<file path="src/rtl/csbx_pkg.sv">
// Purpose: Shared types and constants for the compare, skip and flag-branch executor
// Assumes: 16-bit program counter counted in words, 8-bit working registers
// Notes: Register map is a small set of control and status words on AHB-Lite
package csbx_pkg;

   // ----------------------------------------------------------------
   // Register map (byte addresses)
   // ----------------------------------------------------------------
   localparam logic [7:0] CSBX_OFS_INSTR = 8'h00;
   localparam logic [7:0] CSBX_OFS_OPERANDS = 8'h04;
   localparam logic [7:0] CSBX_OFS_PC = 8'h08;
   localparam logic [7:0] CSBX_OFS_STATUS = 8'h0c;
   localparam logic [7:0] CSBX_OFS_ENGINE = 8'h10;

   // ----------------------------------------------------------------
   // Field positions
   // ----------------------------------------------------------------
   localparam int CSBX_INSTR_OP_LSB = 0;
   localparam int CSBX_INSTR_BIT_LSB = 4;
   localparam int CSBX_INSTR_NEXT2_POS = 7;
   localparam int CSBX_INSTR_OFS_LSB = 8;
   localparam int CSBX_INSTR_GO_POS = 31;
   localparam int CSBX_OPS_A_LSB = 0;
   localparam int CSBX_OPS_B_LSB = 8;
   localparam int CSBX_OPS_IO_LSB = 16;
   localparam int CSBX_FLAG_C = 0;
   localparam int CSBX_FLAG_Z = 1;
   localparam int CSBX_FLAG_N = 2;
   localparam int CSBX_FLAG_V = 3;
   localparam int CSBX_FLAG_S = 4;
   localparam int CSBX_FLAG_H = 5;

   // ----------------------------------------------------------------
   // Reset values and counts
   // ----------------------------------------------------------------
   localparam logic [15:0] CSBX_PC_RESET = 16'h0000;
   localparam logic [7:0] CSBX_STATUS_REGISTER_RESET = 8'h00;
   localparam logic [1:0] CSBX_ONE_CYCLE = 2'h1;
   localparam logic [15:0] CSBX_PC_STEP = 16'h0001;
   localparam logic [15:0] CSBX_SKIP_ONE = 16'h0002;
   localparam logic [15:0] CSBX_SKIP_TWO = 16'h0003;
   localparam logic [31:0] CSBX_UNMAPPED = 32'h0000_0000;

   // ----------------------------------------------------------------
   // Operations
   // ----------------------------------------------------------------
   typedef enum logic [3:0] {
      compare_skip_equal_op = 4'h0,
      compare_regs_op = 4'h1,
      compare_with_carry_op = 4'h2,
      compare_immediate_op = 4'h3,
      skip_reg_bit_clear_op = 4'h4,
      skip_reg_bit_set_op = 4'h5,
      skip_io_bit_clear_op = 4'h6,
      skip_io_bit_set_op = 4'h7,
      branch_flag_set_op = 4'h8,
      branch_flag_clear_op = 4'h9
   } csbx_op_t;

   typedef enum logic [1:0] {
      CSBX_IDLE = 2'b00,
      CSBX_EXTRA = 2'b01
   } csbx_state_t;

   // Decoded instruction as handed to the executor
   typedef struct packed {
      csbx_op_t op;
      logic [2:0] bit_sel;
      logic next_is_two;
      logic [6:0] offset;
      logic [7:0] opnd_a;
      logic [7:0] opnd_b;
      logic [7:0] io_value;
   } csbx_instr_t;

   // Executor result
   typedef struct packed {
      logic [15:0] pc;
      logic [7:0] status_register;
      logic [1:0] cycles;
      logic busy;
      logic done;
   } csbx_result_t;

endpackage

</file>
<file path="src/rtl/csbx_core.sv">
// Purpose: Executes one compare, skip or flag-branch instruction on the program counter
// Assumes: Operands are already fetched; instruction held stable while busy
// Notes: Extra cycles of a skip or taken branch are spent in state CSBX_EXTRA
//
// Our own choices: the AHB-Lite register port and the register addresses.
`timescale 1ns/100ps
module csbx_core
   import csbx_pkg::*;
(
   // Clock and reset
   input wire logic clock,
   input wire logic arst_n,
   // Instruction
   input wire logic start,
   input wire csbx_instr_t instr,
   // Architectural state in
   input wire logic [15:0] pc_in,
   input wire logic [7:0] status_register_in,
   // Result
   output csbx_result_t result
);

   typedef struct packed {
      csbx_state_t state;
      logic [1:0] left;
      csbx_result_t res;
   } csbx_core_state_t;

   csbx_core_state_t st;
   csbx_core_state_t next_st;

   // Subtract with flags; carry-in used by the carry-including compare
   function automatic logic [7:0] sub_flags(input logic [7:0] a, input logic [7:0] b,
                                            input logic cin, input logic zin,
                                            input logic chain, input logic [7:0] s0);
      logic [7:0] d;
      logic [7:0] s;
      d = a - b - {7'h00, cin};
      s = s0;
      s[CSBX_FLAG_H] = (~a[3] & b[3]) | (b[3] & d[3]) | (d[3] & ~a[3]);
      s[CSBX_FLAG_C] = (~a[7] & b[7]) | (b[7] & d[7]) | (d[7] & ~a[7]);
      s[CSBX_FLAG_V] = (a[7] & ~b[7] & ~d[7]) | (~a[7] & b[7] & d[7]);
      s[CSBX_FLAG_N] = d[7];
      // Carry-including form keeps Z only if it was already set
      s[CSBX_FLAG_Z] = (d == 8'h00) & (chain ? zin : 1'b1);
      s[CSBX_FLAG_S] = d[7] ^ s[CSBX_FLAG_V];
      return s;
   endfunction

   always_comb begin
      logic skip;
      logic taken;
      logic fl;
      skip = 1'b0;
      taken = 1'b0;
      fl = status_register_in[instr.bit_sel];
      next_st = st;
      next_st.res.done = 1'b0;
      unique case (st.state)
         CSBX_IDLE: begin
            if (start) begin
               next_st.res.status_register = status_register_in;
               next_st.res.pc = pc_in + CSBX_PC_STEP;
               unique case (instr.op)
                  compare_skip_equal_op: skip = (instr.opnd_a == instr.opnd_b);
                  compare_regs_op: next_st.res.status_register = sub_flags(instr.opnd_a, instr.opnd_b,
                     1'b0, 1'b0, 1'b0, status_register_in);
                  compare_with_carry_op: next_st.res.status_register = sub_flags(instr.opnd_a,
                     instr.opnd_b, status_register_in[CSBX_FLAG_C], status_register_in[CSBX_FLAG_Z], 1'b1,
                     status_register_in);
                  compare_immediate_op: next_st.res.status_register = sub_flags(instr.opnd_a,
                     instr.opnd_b, 1'b0, 1'b0, 1'b0, status_register_in);
                  skip_reg_bit_clear_op: skip = ~instr.opnd_a[instr.bit_sel];
                  skip_reg_bit_set_op: skip = instr.opnd_a[instr.bit_sel];
                  skip_io_bit_clear_op: skip = ~instr.io_value[instr.bit_sel];
                  skip_io_bit_set_op: skip = instr.io_value[instr.bit_sel];
                  branch_flag_set_op: taken = fl;
                  branch_flag_clear_op: taken = ~fl;
                  default: ;
               endcase
               if (skip) begin
                  // Skip: pc + 2 over one word, pc + 3 over a two-word instruction
                  next_st.res.pc = pc_in + (instr.next_is_two ? CSBX_SKIP_TWO : CSBX_SKIP_ONE);
                  next_st.left = instr.next_is_two ? 2'h2 : 2'h1;
                  next_st.res.cycles = instr.next_is_two ? 2'h3 : 2'h2;
               end else if (taken) begin
                  next_st.res.pc = pc_in + {{9{instr.offset[6]}}, instr.offset}
                     + CSBX_PC_STEP;
                  next_st.left = 2'h1;
                  next_st.res.cycles = 2'h2;
               end else begin
                  next_st.left = 2'h0;
                  next_st.res.cycles = CSBX_ONE_CYCLE;
               end
               if (skip || taken) begin
                  next_st.state = CSBX_EXTRA;
                  next_st.res.busy = 1'b1;
               end else begin
                  next_st.res.done = 1'b1;
               end
            end
         end
         CSBX_EXTRA: begin
            next_st.left = st.left - 2'h1;
            if (st.left == 2'h1) begin
               next_st.state = CSBX_IDLE;
               next_st.res.busy = 1'b0;
               next_st.res.done = 1'b1;
            end
         end
         default: next_st.state = CSBX_IDLE;
      endcase
   end

   always_ff @(posedge clock or negedge arst_n) begin
      if (!arst_n) begin
         st <= '{state: CSBX_IDLE, left: 2'h0,
                 res: '{pc: CSBX_PC_RESET, status_register: CSBX_STATUS_REGISTER_RESET, cycles: 2'h0,
                        busy: 1'b0, done: 1'b0}};
      end else begin
         st <= next_st;
      end
   end

   assign result = st.res;

endmodule

</file>
<file path="src/rtl/csbx_top.sv">
// Function
// - Compare-skip-equal skips next instruction when registers match; 1, 2 or 3 cycles.
// - Compare-immediate subtracts constant, keeps no result, sets Z N V C H S, one cycle.
// - Skip-reg-bit-clear skips when selected register bit is zero; flags unchanged.
// - Skip-io-bit-clear skips when selected I/O bit is zero; one to three cycles.
// - Skip-io-bit-set skips when selected I/O bit is one; flags unchanged.
// - Branch-flag-set loads pc plus offset plus one when flag is one; 1 or 2.
// - Branch-flag-clear branches when selected flag is zero; flags unchanged; 1 or 2.
//
// Purpose: AHB-Lite shell around the compare, skip and flag-branch executor
// Assumes: Single word transfers, zero wait states, OKAY responses only
// Notes: Writing the instruction word with its go bit set starts execution
`timescale 1ns/100ps
module csbx_top
   import csbx_pkg::*;
(
   // Clock and reset
   input wire logic clock,
   input wire logic arst_n,
   // AHB-Lite slave
   input wire logic hsel,
   input wire logic [31:0] haddr,
   input wire logic [1:0] htrans,
   input wire logic hwrite,
   input wire logic [2:0] hsize,
   input wire logic [31:0] hwdata,
   input wire logic hready,
   output logic [31:0] hrdata,
   output logic hreadyout,
   output logic hresp
);

   // ----------------------------------------------------------------
   // State
   // ----------------------------------------------------------------
   typedef struct packed {
      logic wr_pend;
      logic [7:0] wr_addr;
      logic [31:0] instr_word;
      logic [31:0] ops_word;
      logic [15:0] pc;
      logic [7:0] status_register;
      logic start;
      logic [31:0] rdata;
   } csbx_top_state_t;

   csbx_top_state_t st;
   csbx_top_state_t next_st;
   csbx_result_t res;
   csbx_instr_t instr;

   function automatic logic [31:0] read_mux(input logic [7:0] a, input csbx_top_state_t s,
                                            input csbx_result_t r);
      logic [31:0] v;
      v = CSBX_UNMAPPED;
      unique case (a)
         CSBX_OFS_INSTR: v = {1'b0, s.instr_word[30:0]};
         CSBX_OFS_OPERANDS: v = s.ops_word;
         CSBX_OFS_PC: v = {16'h0000, s.pc};
         CSBX_OFS_STATUS: v = {24'h000000, s.status_register};
         CSBX_OFS_ENGINE: v = {28'h0000000, r.cycles, r.done, r.busy};
         default: v = CSBX_UNMAPPED;
      endcase
      return v;
   endfunction

   // ----------------------------------------------------------------
   // Instruction decode from registers
   // ----------------------------------------------------------------
   always_comb begin
      instr.op = csbx_op_t'(st.instr_word[CSBX_INSTR_OP_LSB +: 4]);
      instr.bit_sel = st.instr_word[CSBX_INSTR_BIT_LSB +: 3];
      instr.next_is_two = st.instr_word[CSBX_INSTR_NEXT2_POS];
      instr.offset = st.instr_word[CSBX_INSTR_OFS_LSB +: 7];
      instr.opnd_a = st.ops_word[CSBX_OPS_A_LSB +: 8];
      instr.opnd_b = st.ops_word[CSBX_OPS_B_LSB +: 8];
      instr.io_value = st.ops_word[CSBX_OPS_IO_LSB +: 8];
   end

   csbx_core u_core (
      .clock(clock),
      .arst_n(arst_n),
      .start(st.start),
      .instr(instr),
      .pc_in(st.pc),
      .status_register_in(st.status_register),
      .result(res)
   );

   // ----------------------------------------------------------------
   // Bus and architectural state
   // ----------------------------------------------------------------
   always_comb begin
      logic take;
      take = hsel && hready && htrans[1];
      next_st = st;
      next_st.start = 1'b0;
      next_st.wr_pend = take && hwrite;
      if (take) begin
         next_st.wr_addr = haddr[7:0];
      end
      if (take && !hwrite) begin
         next_st.rdata = read_mux(haddr[7:0], st, res);
      end
      // Executor results land when it reports done
      if (res.done) begin
         next_st.pc = res.pc;
         next_st.status_register = res.status_register;
      end
      // Software writes are ignored while the executor is busy on pc and flags
      if (st.wr_pend && !res.busy && !st.start) begin
         unique case (st.wr_addr)
            CSBX_OFS_INSTR: begin
               next_st.instr_word = hwdata;
               next_st.start = hwdata[CSBX_INSTR_GO_POS];
            end
            CSBX_OFS_OPERANDS: next_st.ops_word = hwdata;
            CSBX_OFS_PC: next_st.pc = hwdata[15:0];
            CSBX_OFS_STATUS: next_st.status_register = hwdata[7:0];
            default: ;
         endcase
      end
   end

   always_ff @(posedge clock or negedge arst_n) begin
      if (!arst_n) begin
         st <= '{wr_pend: 1'b0, wr_addr: 8'h00, instr_word: 32'h0000_0000,
                 ops_word: 32'h0000_0000, pc: CSBX_PC_RESET, status_register: CSBX_STATUS_REGISTER_RESET,
                 start: 1'b0, rdata: 32'h0000_0000};
      end else begin
         st <= next_st;
      end
   end

   assign hrdata = st.rdata;
   assign hreadyout = 1'b1;
   assign hresp = 1'b0;

endmodule

</file>
<file path="config.mk">
export PLATFORM = sky130hd
export DESIGN_NAME = csbx_top
export DESIGN_NICKNAME = d
export VERILOG_FILES = /design/src/rtl/csbx_pkg.sv /design/src/rtl/csbx_core.sv /design/src/rtl/csbx_top.sv
export SDC_FILE = /design/constraint.sdc
export NUM_CORES = 1
export LEC_CHECK = 0
export ABC_AREA = 1
export BUFFER_PORTS_ARGS = -buffer_cell sky130_fd_sc_hd__buf_2
export CORE_MARGIN = 2
export CORE_UTILIZATION = 45
export DETAILED_ROUTE_END_ITERATION = 16
export PLACE_DENSITY = 0.66
export SKIP_LAST_GASP = 1
export SLEW_MARGIN = 20
export SYNTH_ARGS = -nofsm -noshare
export SYNTH_HDL_FRONTEND = slang
export SYNTH_SLANG_ARGS = --single-unit
</file>
<file path="constraint.sdc">
create_clock -name clock -period 2.8 [get_ports clock]
set_clock_uncertainty 0.2 [all_clocks]
set_input_delay 0.14 -clock clock [delete_from_list [all_inputs] [get_ports clock]]
set_output_delay 0.14 -clock clock [all_outputs]
set_load 0.1 [all_outputs]
</file>
# Word-level counts from Yosys, hierarchy flattened
# Index checks and enable logic that the tools add are counted.
[word_totals] ff_bits=162 in_bits=74 wordCells=141
[classes] n_addsub=7 order_cmp=1 n_eq_ne=22 muxes=36 bitwise=36 n_reduce_logical=24
[ops] operator="one-hot mux 32 bit (5 select lines)" count=1
[ops] operator="adder 16 x 1 -> 16 bit, second input constant" count=2
[ops] operator="adder 16 bit" count=2
[ops] operator="== test 8 x 4 -> 1 bit, second input constant" count=4
[ops] operator="zero test 8 bit" count=4
[ops] operator="two-way mux 16 bit" count=2
[ops] operator="two-way mux 32 bit" count=1
[ops] operator="two-way mux 25 bit" count=1
[ops] operator="two-way mux 24 bit" count=1
[ops] operator="two-way mux 18 bit" count=1
[ops] operator="bitwise AND 1 bit" count=16
[ops] operator="== test 4 x 3 -> 1 bit, second input constant" count=4
[ops] operator="== test 8 x 3 -> 1 bit, second input constant" count=2
[ops] operator="two-way mux 1 bit" count=13
[ops] operator="two-way mux 2 bit" count=6
[ops] operator="one-hot mux 2 bit (2 select lines)" count=3
[ops] operator="one-hot mux 6 bit (2 select lines)" count=1
[ops] operator="bitwise OR 1 bit" count=10
[ops] operator="binary-select mux 1 bit (select 3 bit)" count=3
[ops] operator="== test 4 x 2 -> 1 bit, second input constant" count=2
[ops] operator="== test 4 bit, second input constant" count=2
[ops] operator="== test 8 x 5 -> 1 bit, second input constant" count=1
[ops] operator="== test 8 bit" count=1
[ops] operator="two-way mux 8 bit" count=1
[ops] operator="other kinds (22)" count=42

# Logic depth before layout (Yosys ltp)
[depth] word_depth=10 ltp_mapped=18 ltp_nobuf=17

# By module
# From an unflattened synthesis, not the netlist that was laid out.
[unflattened] hier_cells=1408 area_unflattened_um2=10592.7
[modules_own_cells] mod="csbx_top" instances=1 cells_per_inst=727 area_per_inst_um2=6429.9 seq_area_each_um2=3228.1
[modules_own_cells] mod="csbx_core" instances=1 cells_per_inst=681 area_per_inst_um2=4162.7 seq_area_each_um2=775.7

# Least setup slack after synthesis
# No wires, ideal clock.
[synth_timing] path_kind="register to register" from="register st, in the netlist instr[11]" to="register u_core.st, in the netlist u_core.result[8]" t_arrival_ns=2.435 slack_ns=0.048 path_stages_with_launch=18 n_path_buf=1 period_less_slack_ns=2.752 path_cell_list="dfrtp_1 inv_1 ha_1 nand2_1 inv_1 nand2_1 nand3_1 a21oi_1 o21bai_1 fa_1 clkbuf_1 inv_1 nand4_1 nand3_1 nand3_1 nand2_1 nand2_1 nand2_1"
[synth_via] elab_chain_cells=7 word_cells_on_any_way=13 classes_between="add/sub: 2; mux: 1; bitwise: 10"
[synth_rtl] item="start, declared" line_no="csbx_top.sv:47" source="csbx_top_state_t st;"
[synth_rtl] item="start signal, assigned" line_no="csbx_top.sv:127" source="st <= '{wr_pend: 1'b0, wr_addr: 8'h00, instr_word: 32'h0000_0000,"
[synth_rtl] item="start signal, assigned" line_no="csbx_top.sv:131" source="st <= next_st;"
[synth_rtl] item="subtractor 8 bit *" line_no="csbx_core.sv:38" source="d = a - b - {7'h00, cin};"
[synth_rtl] item="subtractor 8 x 1 -> 8 bit" line_no="csbx_core.sv:38"
[synth_rtl] item="inverter 1 bit" line_no="csbx_core.sv:42" source="s[CSBX_FLAG_V] = (a[7] & ~b[7] & ~d[7]) | (~a[7] & b[7] & d[7]);"
[synth_rtl] item="bitwise AND 1 bit" line_no="csbx_core.sv:42"
[synth_rtl] item="bitwise OR 1 bit" line_no="csbx_core.sv:42"
[synth_rtl] item="bitwise XOR 1 bit" line_no="csbx_core.sv:46" source="s[CSBX_FLAG_S] = d[7] ^ s[CSBX_FLAG_V];"
[synth_rtl] item="one-hot mux 6 bit (2 select lines) *" line_no="csbx_core.sv:64" source="unique case (instr.op)"
[synth_rtl] item="end signal, assigned" line_no="csbx_core.sv:117" source="st <= '{state: CSBX_IDLE, left: 2'h0,"
[synth_rtl] item="end signal, assigned" line_no="csbx_core.sv:121" source="st <= next_st;"
[synth_rtl] item="end, declared" line_no="csbx_core.sv:29" source="csbx_core_state_t st;"
# Mark *: on every way between the ends. The rest lies on a longest branch, timed or not.
# A chain may end at the register's enable or synchronous reset.

# Final worst setup path
[layout_timing] from="register st, in the netlist instr[18]" to="register u_core.st, in the netlist u_core.result[8]"
# The elaborated chain is that of the path after synthesis.

==> flow_results.org <==
** Run status
- Status :: completed

** STA
- The count of final hold-check violations was 0.
- Max Freq :: between 0.3 and 0.4 GHz
- Final worst-path cycle share :: 98.7%
- Setup Total Neg Slack :: 0 ns
- Actual slew at the worst max-slew pin :: roughly 0.7 ns
- Endpoints failing setup :: 0
- Setup repair after global routing missed its margin :: true
- Max Slew Vio Count :: 0
- Headroom to the max-slew limit came out at a little over half.
- The smallest clock period supported by the final layout is computed as 2.76 ns.

** Cells and area
- Measured on the finished design, the core utilization comes to 54.6%.
- The final layout contains 1,511 nets.
- 0 antenna diodes ended up in the layout.
- The post-route netlist has 15.5% of its cells at a drive strength greater than 1.
- From synthesis to final layout, the design area changed by 18.2%.

** Synth
- Avg Synthesized Cell Area :: about 7.6 um2
- Mux cell area share after synthesis :: 0%
- Most repeated cell in the gate-level netlist after synthesis :: sky130_fd_sc_hd__nand2_1
- Of the synthesized area, sequential elements account for 41.0%.
- Post-synthesis share of cell area spent on and, or, nand and nor gates :: between 20% and 30%
- For this run, the number of Yosys warnings is 0.
- Number of storage elements in the synthesis netlist :: 160
- In this run the biggest area consumer among cell types represents 41.0% of the synthesized area.
- Library cell occupying the most area in the post-synthesis netlist :: sky130_fd_sc_hd__dfrtp_1
- Share of synthesized flip-flops with an asynchronous set or reset :: 100%
- Combinational family with the most area after synthesis :: simple AND/OR/NAND/NOR gates
- After Yosys synthesis, full adders, half adders and majority gates account for about 4.8% of the synthesized area.
- The synthesized netlist contains between 40 and 50 unique library cells.
- Of the total synthesized cell area, the portion taken by XOR and XNOR cells is around 3.3%.
- Cells after Synth :: roughly 1,300
- Complex-gate fraction of the synthesized area :: about 17%
- Number of enable flip-flop cells after synthesis :: 0
- In the synthesized netlist the dominant register cell turns out to be sky130_fd_sc_hd__dfrtp_1.
- Synthesized area :: between 9000 and 10,000 um2
- Ranking of synthesized cells by area :: sky130_fd_sc_hd__dfrtp_1 41%, sky130_fd_sc_hd__nand2_1 14%, sky130_fd_sc_hd__o21ai_0 6.2%
- Net count after synthesis :: 1,400
- Most numerous cell types in the synthesized netlist :: 376 x sky130_fd_sc_hd__nand2_1, 160 x sky130_fd_sc_hd__dfrtp_1, 141 x sky130_fd_sc_hd__inv_1, 121 x sky130_fd_sc_hd__o21ai_0, 68 x sky130_fd_sc_hd__a21oi_1

** Floorplan
- The initialized floorplan defines between 50 and 60 standard-cell rows.
- Ports :: roughly 110
- The floorplan step set the die height to 151 um.
- Width of the die :: ~150 um
- The region available for standard cell placement spans 21,200 um2.
- Die Outline Area :: approximately 23,000 um2
- Once the floorplan was initialized, standard cells occupied 46.2% of the core.

** Routing
- Remaining number of nets flagged by the antenna check after routing :: 0
- Total iterations of the first detailed-routing run :: 6
- DRC viols :: 0
- Routed length per placed instance :: around 16 um
- Using the TritonRoute via totals, the vias-per-cell ratio works out to 5.29.
- After the first detailed-routing iteration, the DRC count stood at approximately 800.
- Vias post-DR :: 8,934
- After detailed routing, the total wire length is between 20 and 30 mm.

** Clock tree
- Clock-pin slew on the worst setup and hold paths :: roughly 0.070 ns
- The root buffer cell chosen for the clock tree is sky130_fd_sc_hd__clkbuf_16.
- TritonCTS built the clock tree.
- Counting along the longest clock path gives a buffer depth of 2.
- Inserted Clock Buffers :: 17
- The clock drives between 150 and 200 sinks.
- At the later pin of the worst-skew pair, clock insertion delay measures around 0.43 ns.
- In this run the number of H-tree levels came out at 4.

** Critical path
- The worst setup path is captured at a flip-flop.
- Counting both buffers and inverters, the worst setup path holds a total of 1.
- Of all nets on the critical path, the largest fanout is 5.
- Most numerous cell on the critical path :: sky130_fd_sc_hd__nand2_1
- STA puts the critical path data required time at between 2 and 3 ns.
- Slowest-stage cell, CP :: sky130_fd_sc_hd__fa_2
- Peak per-stage delay on the critical path :: 0.52 ns
- Cell breakdown of the critical path :: ha_4 -> nand2_2 -> nor2_1 -> nand2_1 -> nand3_2 -> a21oi_2 -> o21bai_2 -> fa_2 -> inv_2 -> nand4_1 -> nand2_1 -> nand2_1 -> nand3_1 -> nand2_1 -> nand2_1 -> nand2_1
- Dominant delay contributor by cell family on the critical path :: simple AND/OR/NAND/NOR gates
- STA classifies the critical path startpoint as a flip-flop.
- Crit path DAT :: 2.88 ns
- Path type of the worst setup path :: flip-flop to flip-flop

** GRT
- The number of global-route vias before repair is around 8,600.
- Total congestion overflow after global routing :: 0
- Global routing used 25.1% of the available tracks across all layers.
- The first global-routing pass estimated approximately 45 mm of wire.
- The number of antenna violations at the first check in global routing is 0.
- Largest net degree at the start of global routing :: 53

** Run
- Number of maximum-capacitance constraint violations :: 0

** Place
- DP Wirelength :: roughly 20 mm
- Final RePlAce weighted congestion :: 0.988
- Count of buffers from port buffering :: slightly below 80

** Min path
- The tightest min-delay check is of the input pin to asynchronous set/reset pin type.

** Pwr
- VDD IR-drop max :: between 400 and 500 uV
- Pwr dens :: around 800 nW/um2
- For this design the static power due to leakage is roughly 0.0060 uW.
## layer usage
metal	global-route usage, %	share of wire, %
met1	34.9	46
met2	40.0	45
met3	4.07	5.4
met4	8.36	2.7
met5	0	0
## where the power goes
part	leakage, uW	internal, uW	switching [uW]	total, uW
Combinational	0.00385	1480	2290	3770
Clock	0.000276	1250	1040	2300
Sequential	0.00185	2710	435	3140
## layout make-up
cell class | instances | area, um2
fillers | 1992 | 9610
multi-input cells | 904 | 4800
flip-flops and latches | 160 | 4000
repair buffers | 175 | 1280
inverters | 144 | 541
clock buffers | 17 | 425
well taps | 275 | 344
clock inverters | 15 | 150
## through the flow
| step | setup WS, ns | cells | hold slack [ns] | total power (uW) | cell area (um2) |
|---|---|---|---|---|---|
| 2_1_floorplan | 0.0485 | 1291 | -0.356 | 5640 | 9770 |
| 4_1_cts | 0.0148 | 1685 | 0.0298 | 9040 | 11400 |
| 5_1_grt | -0.185 | 1690 | 0.0609 | 9860 | 11500 |
| 3_5_place_dp | -0.0945 | 1602 | -0.0776 | 6610 | 10300 |
| 6_report | 0.0367 | 1690 | 0.0168 | 9210 | 11500 |
| 3_3_place_gp | 0.0427 | 1602 | -0.0812 | 6570 | 10300 |
## what timing repair did
item / 4_1_cts / 5_1_grt
setup buffers: 0 / 5
hold buffers: 51 / 0
resized for setup: 8 / 18
endpoints found under the hold margin: 257 / 0
pin swaps: 2 / 14
endpoints found under the setup margin: 2 / 6
## sequential cells by signal (all words and copies together) (netlist names)
signal,cells
st,58
instr,39
hrdata,32
u_core.result,28
u_core.st,3
## final timing paths
kind | slack (ns) | cells after the start | start | to
worst max-delay path | 0.04 | 16 | instr[18]$_DFFE_PN0P_ | u_core.result[8]$_DFFE_PN0P_
worst min-delay path | 0.02 | 2 | arst_n | st[108]$_DFFE_PN0P_
worst max register to register | 0.04 | 16 | instr[18]$_DFFE_PN0P_ | u_core.result[8]$_DFFE_PN0P_
worst min register to register | 0.28 | 2 | hrdata[24]$_DFFE_PN0P_ | hrdata[24]$_DFFE_PN0P_
max in group asynchronous | 1.59 | 3 | arst_n | u_core.result[4]$_DFFE_PN0P_
min in group clock | 0.28 | 2 | hrdata[24]$_DFFE_PN0P_ | hrdata[24]$_DFFE_PN0P_
## worst reg2reg max path, cell delays in order, from the launching register on
cell and delay [ns]:
sky130_fd_sc_hd__dfrtp_1 0.43, sky130_fd_sc_hd__ha_4 0.30, sky130_fd_sc_hd__nand2_2 0.07, sky130_fd_sc_hd__nor2_1 0.08
sky130_fd_sc_hd__nand2_1 0.08, sky130_fd_sc_hd__nand3_2 0.08, sky130_fd_sc_hd__a21oi_2 0.06, sky130_fd_sc_hd__o21bai_2 0.19
sky130_fd_sc_hd__fa_2 0.52, sky130_fd_sc_hd__inv_2 0.09, sky130_fd_sc_hd__nand4_1 0.15, sky130_fd_sc_hd__nand2_1 0.14
sky130_fd_sc_hd__nand2_1 0.06, sky130_fd_sc_hd__nand3_1 0.06, sky130_fd_sc_hd__nand2_1 0.05, sky130_fd_sc_hd__nand2_1 0.05
sky130_fd_sc_hd__nand2_1 0.04
## logic make-up after synthesis
| group | count (synthesis) |
|---|---|
| buf+inv | 227 |
| flops | 160 |
| other cells | 2 |
| simple gates | 540 |
| fa+ha+maj | 35 |
| compound gates | 290 |
| xor+xnor | 37 |
## placed cells by master (no fill, tap or decap), types with 3 or more instances in the layout
master,count
sky130_fd_sc_hd__nand4_1,18
sky130_fd_sc_hd__a22o_1,11
sky130_fd_sc_hd__a21oi_1,65
sky130_fd_sc_hd__nand2_1,371
sky130_fd_sc_hd__xnor2_1,6
sky130_fd_sc_hd__ha_4,4
sky130_fd_sc_hd__buf_4,45
sky130_fd_sc_hd__nor2_1,63
sky130_fd_sc_hd__o21ai_1,33
sky130_fd_sc_hd__o22ai_1,16
sky130_fd_sc_hd__o211ai_1,3
sky130_fd_sc_hd__clkinvlp_4,3
sky130_fd_sc_hd__clkbuf_16,17
sky130_fd_sc_hd__inv_2,6
sky130_fd_sc_hd__dfrtp_1,160
sky130_fd_sc_hd__a31oi_1,3
sky130_fd_sc_hd__nand3_2,5
sky130_fd_sc_hd__o21ai_2,19
sky130_fd_sc_hd__a221oi_1,6
sky130_fd_sc_hd__a21oi_2,3
sky130_fd_sc_hd__o21ai_0,120
sky130_fd_sc_hd__nand2_2,10
sky130_fd_sc_hd__dlygate4sd3_1,51
sky130_fd_sc_hd__fa_1,3
sky130_fd_sc_hd__inv_1,136
sky130_fd_sc_hd__ha_1,26
sky130_fd_sc_hd__buf_2,76
sky130_fd_sc_hd__nand3_1,53
sky130_fd_sc_hd__xor2_1,31
sky130_fd_sc_hd__nor3_1,8
sky130_fd_sc_hd__inv_6,6
(Power assumes the default switching activity.)
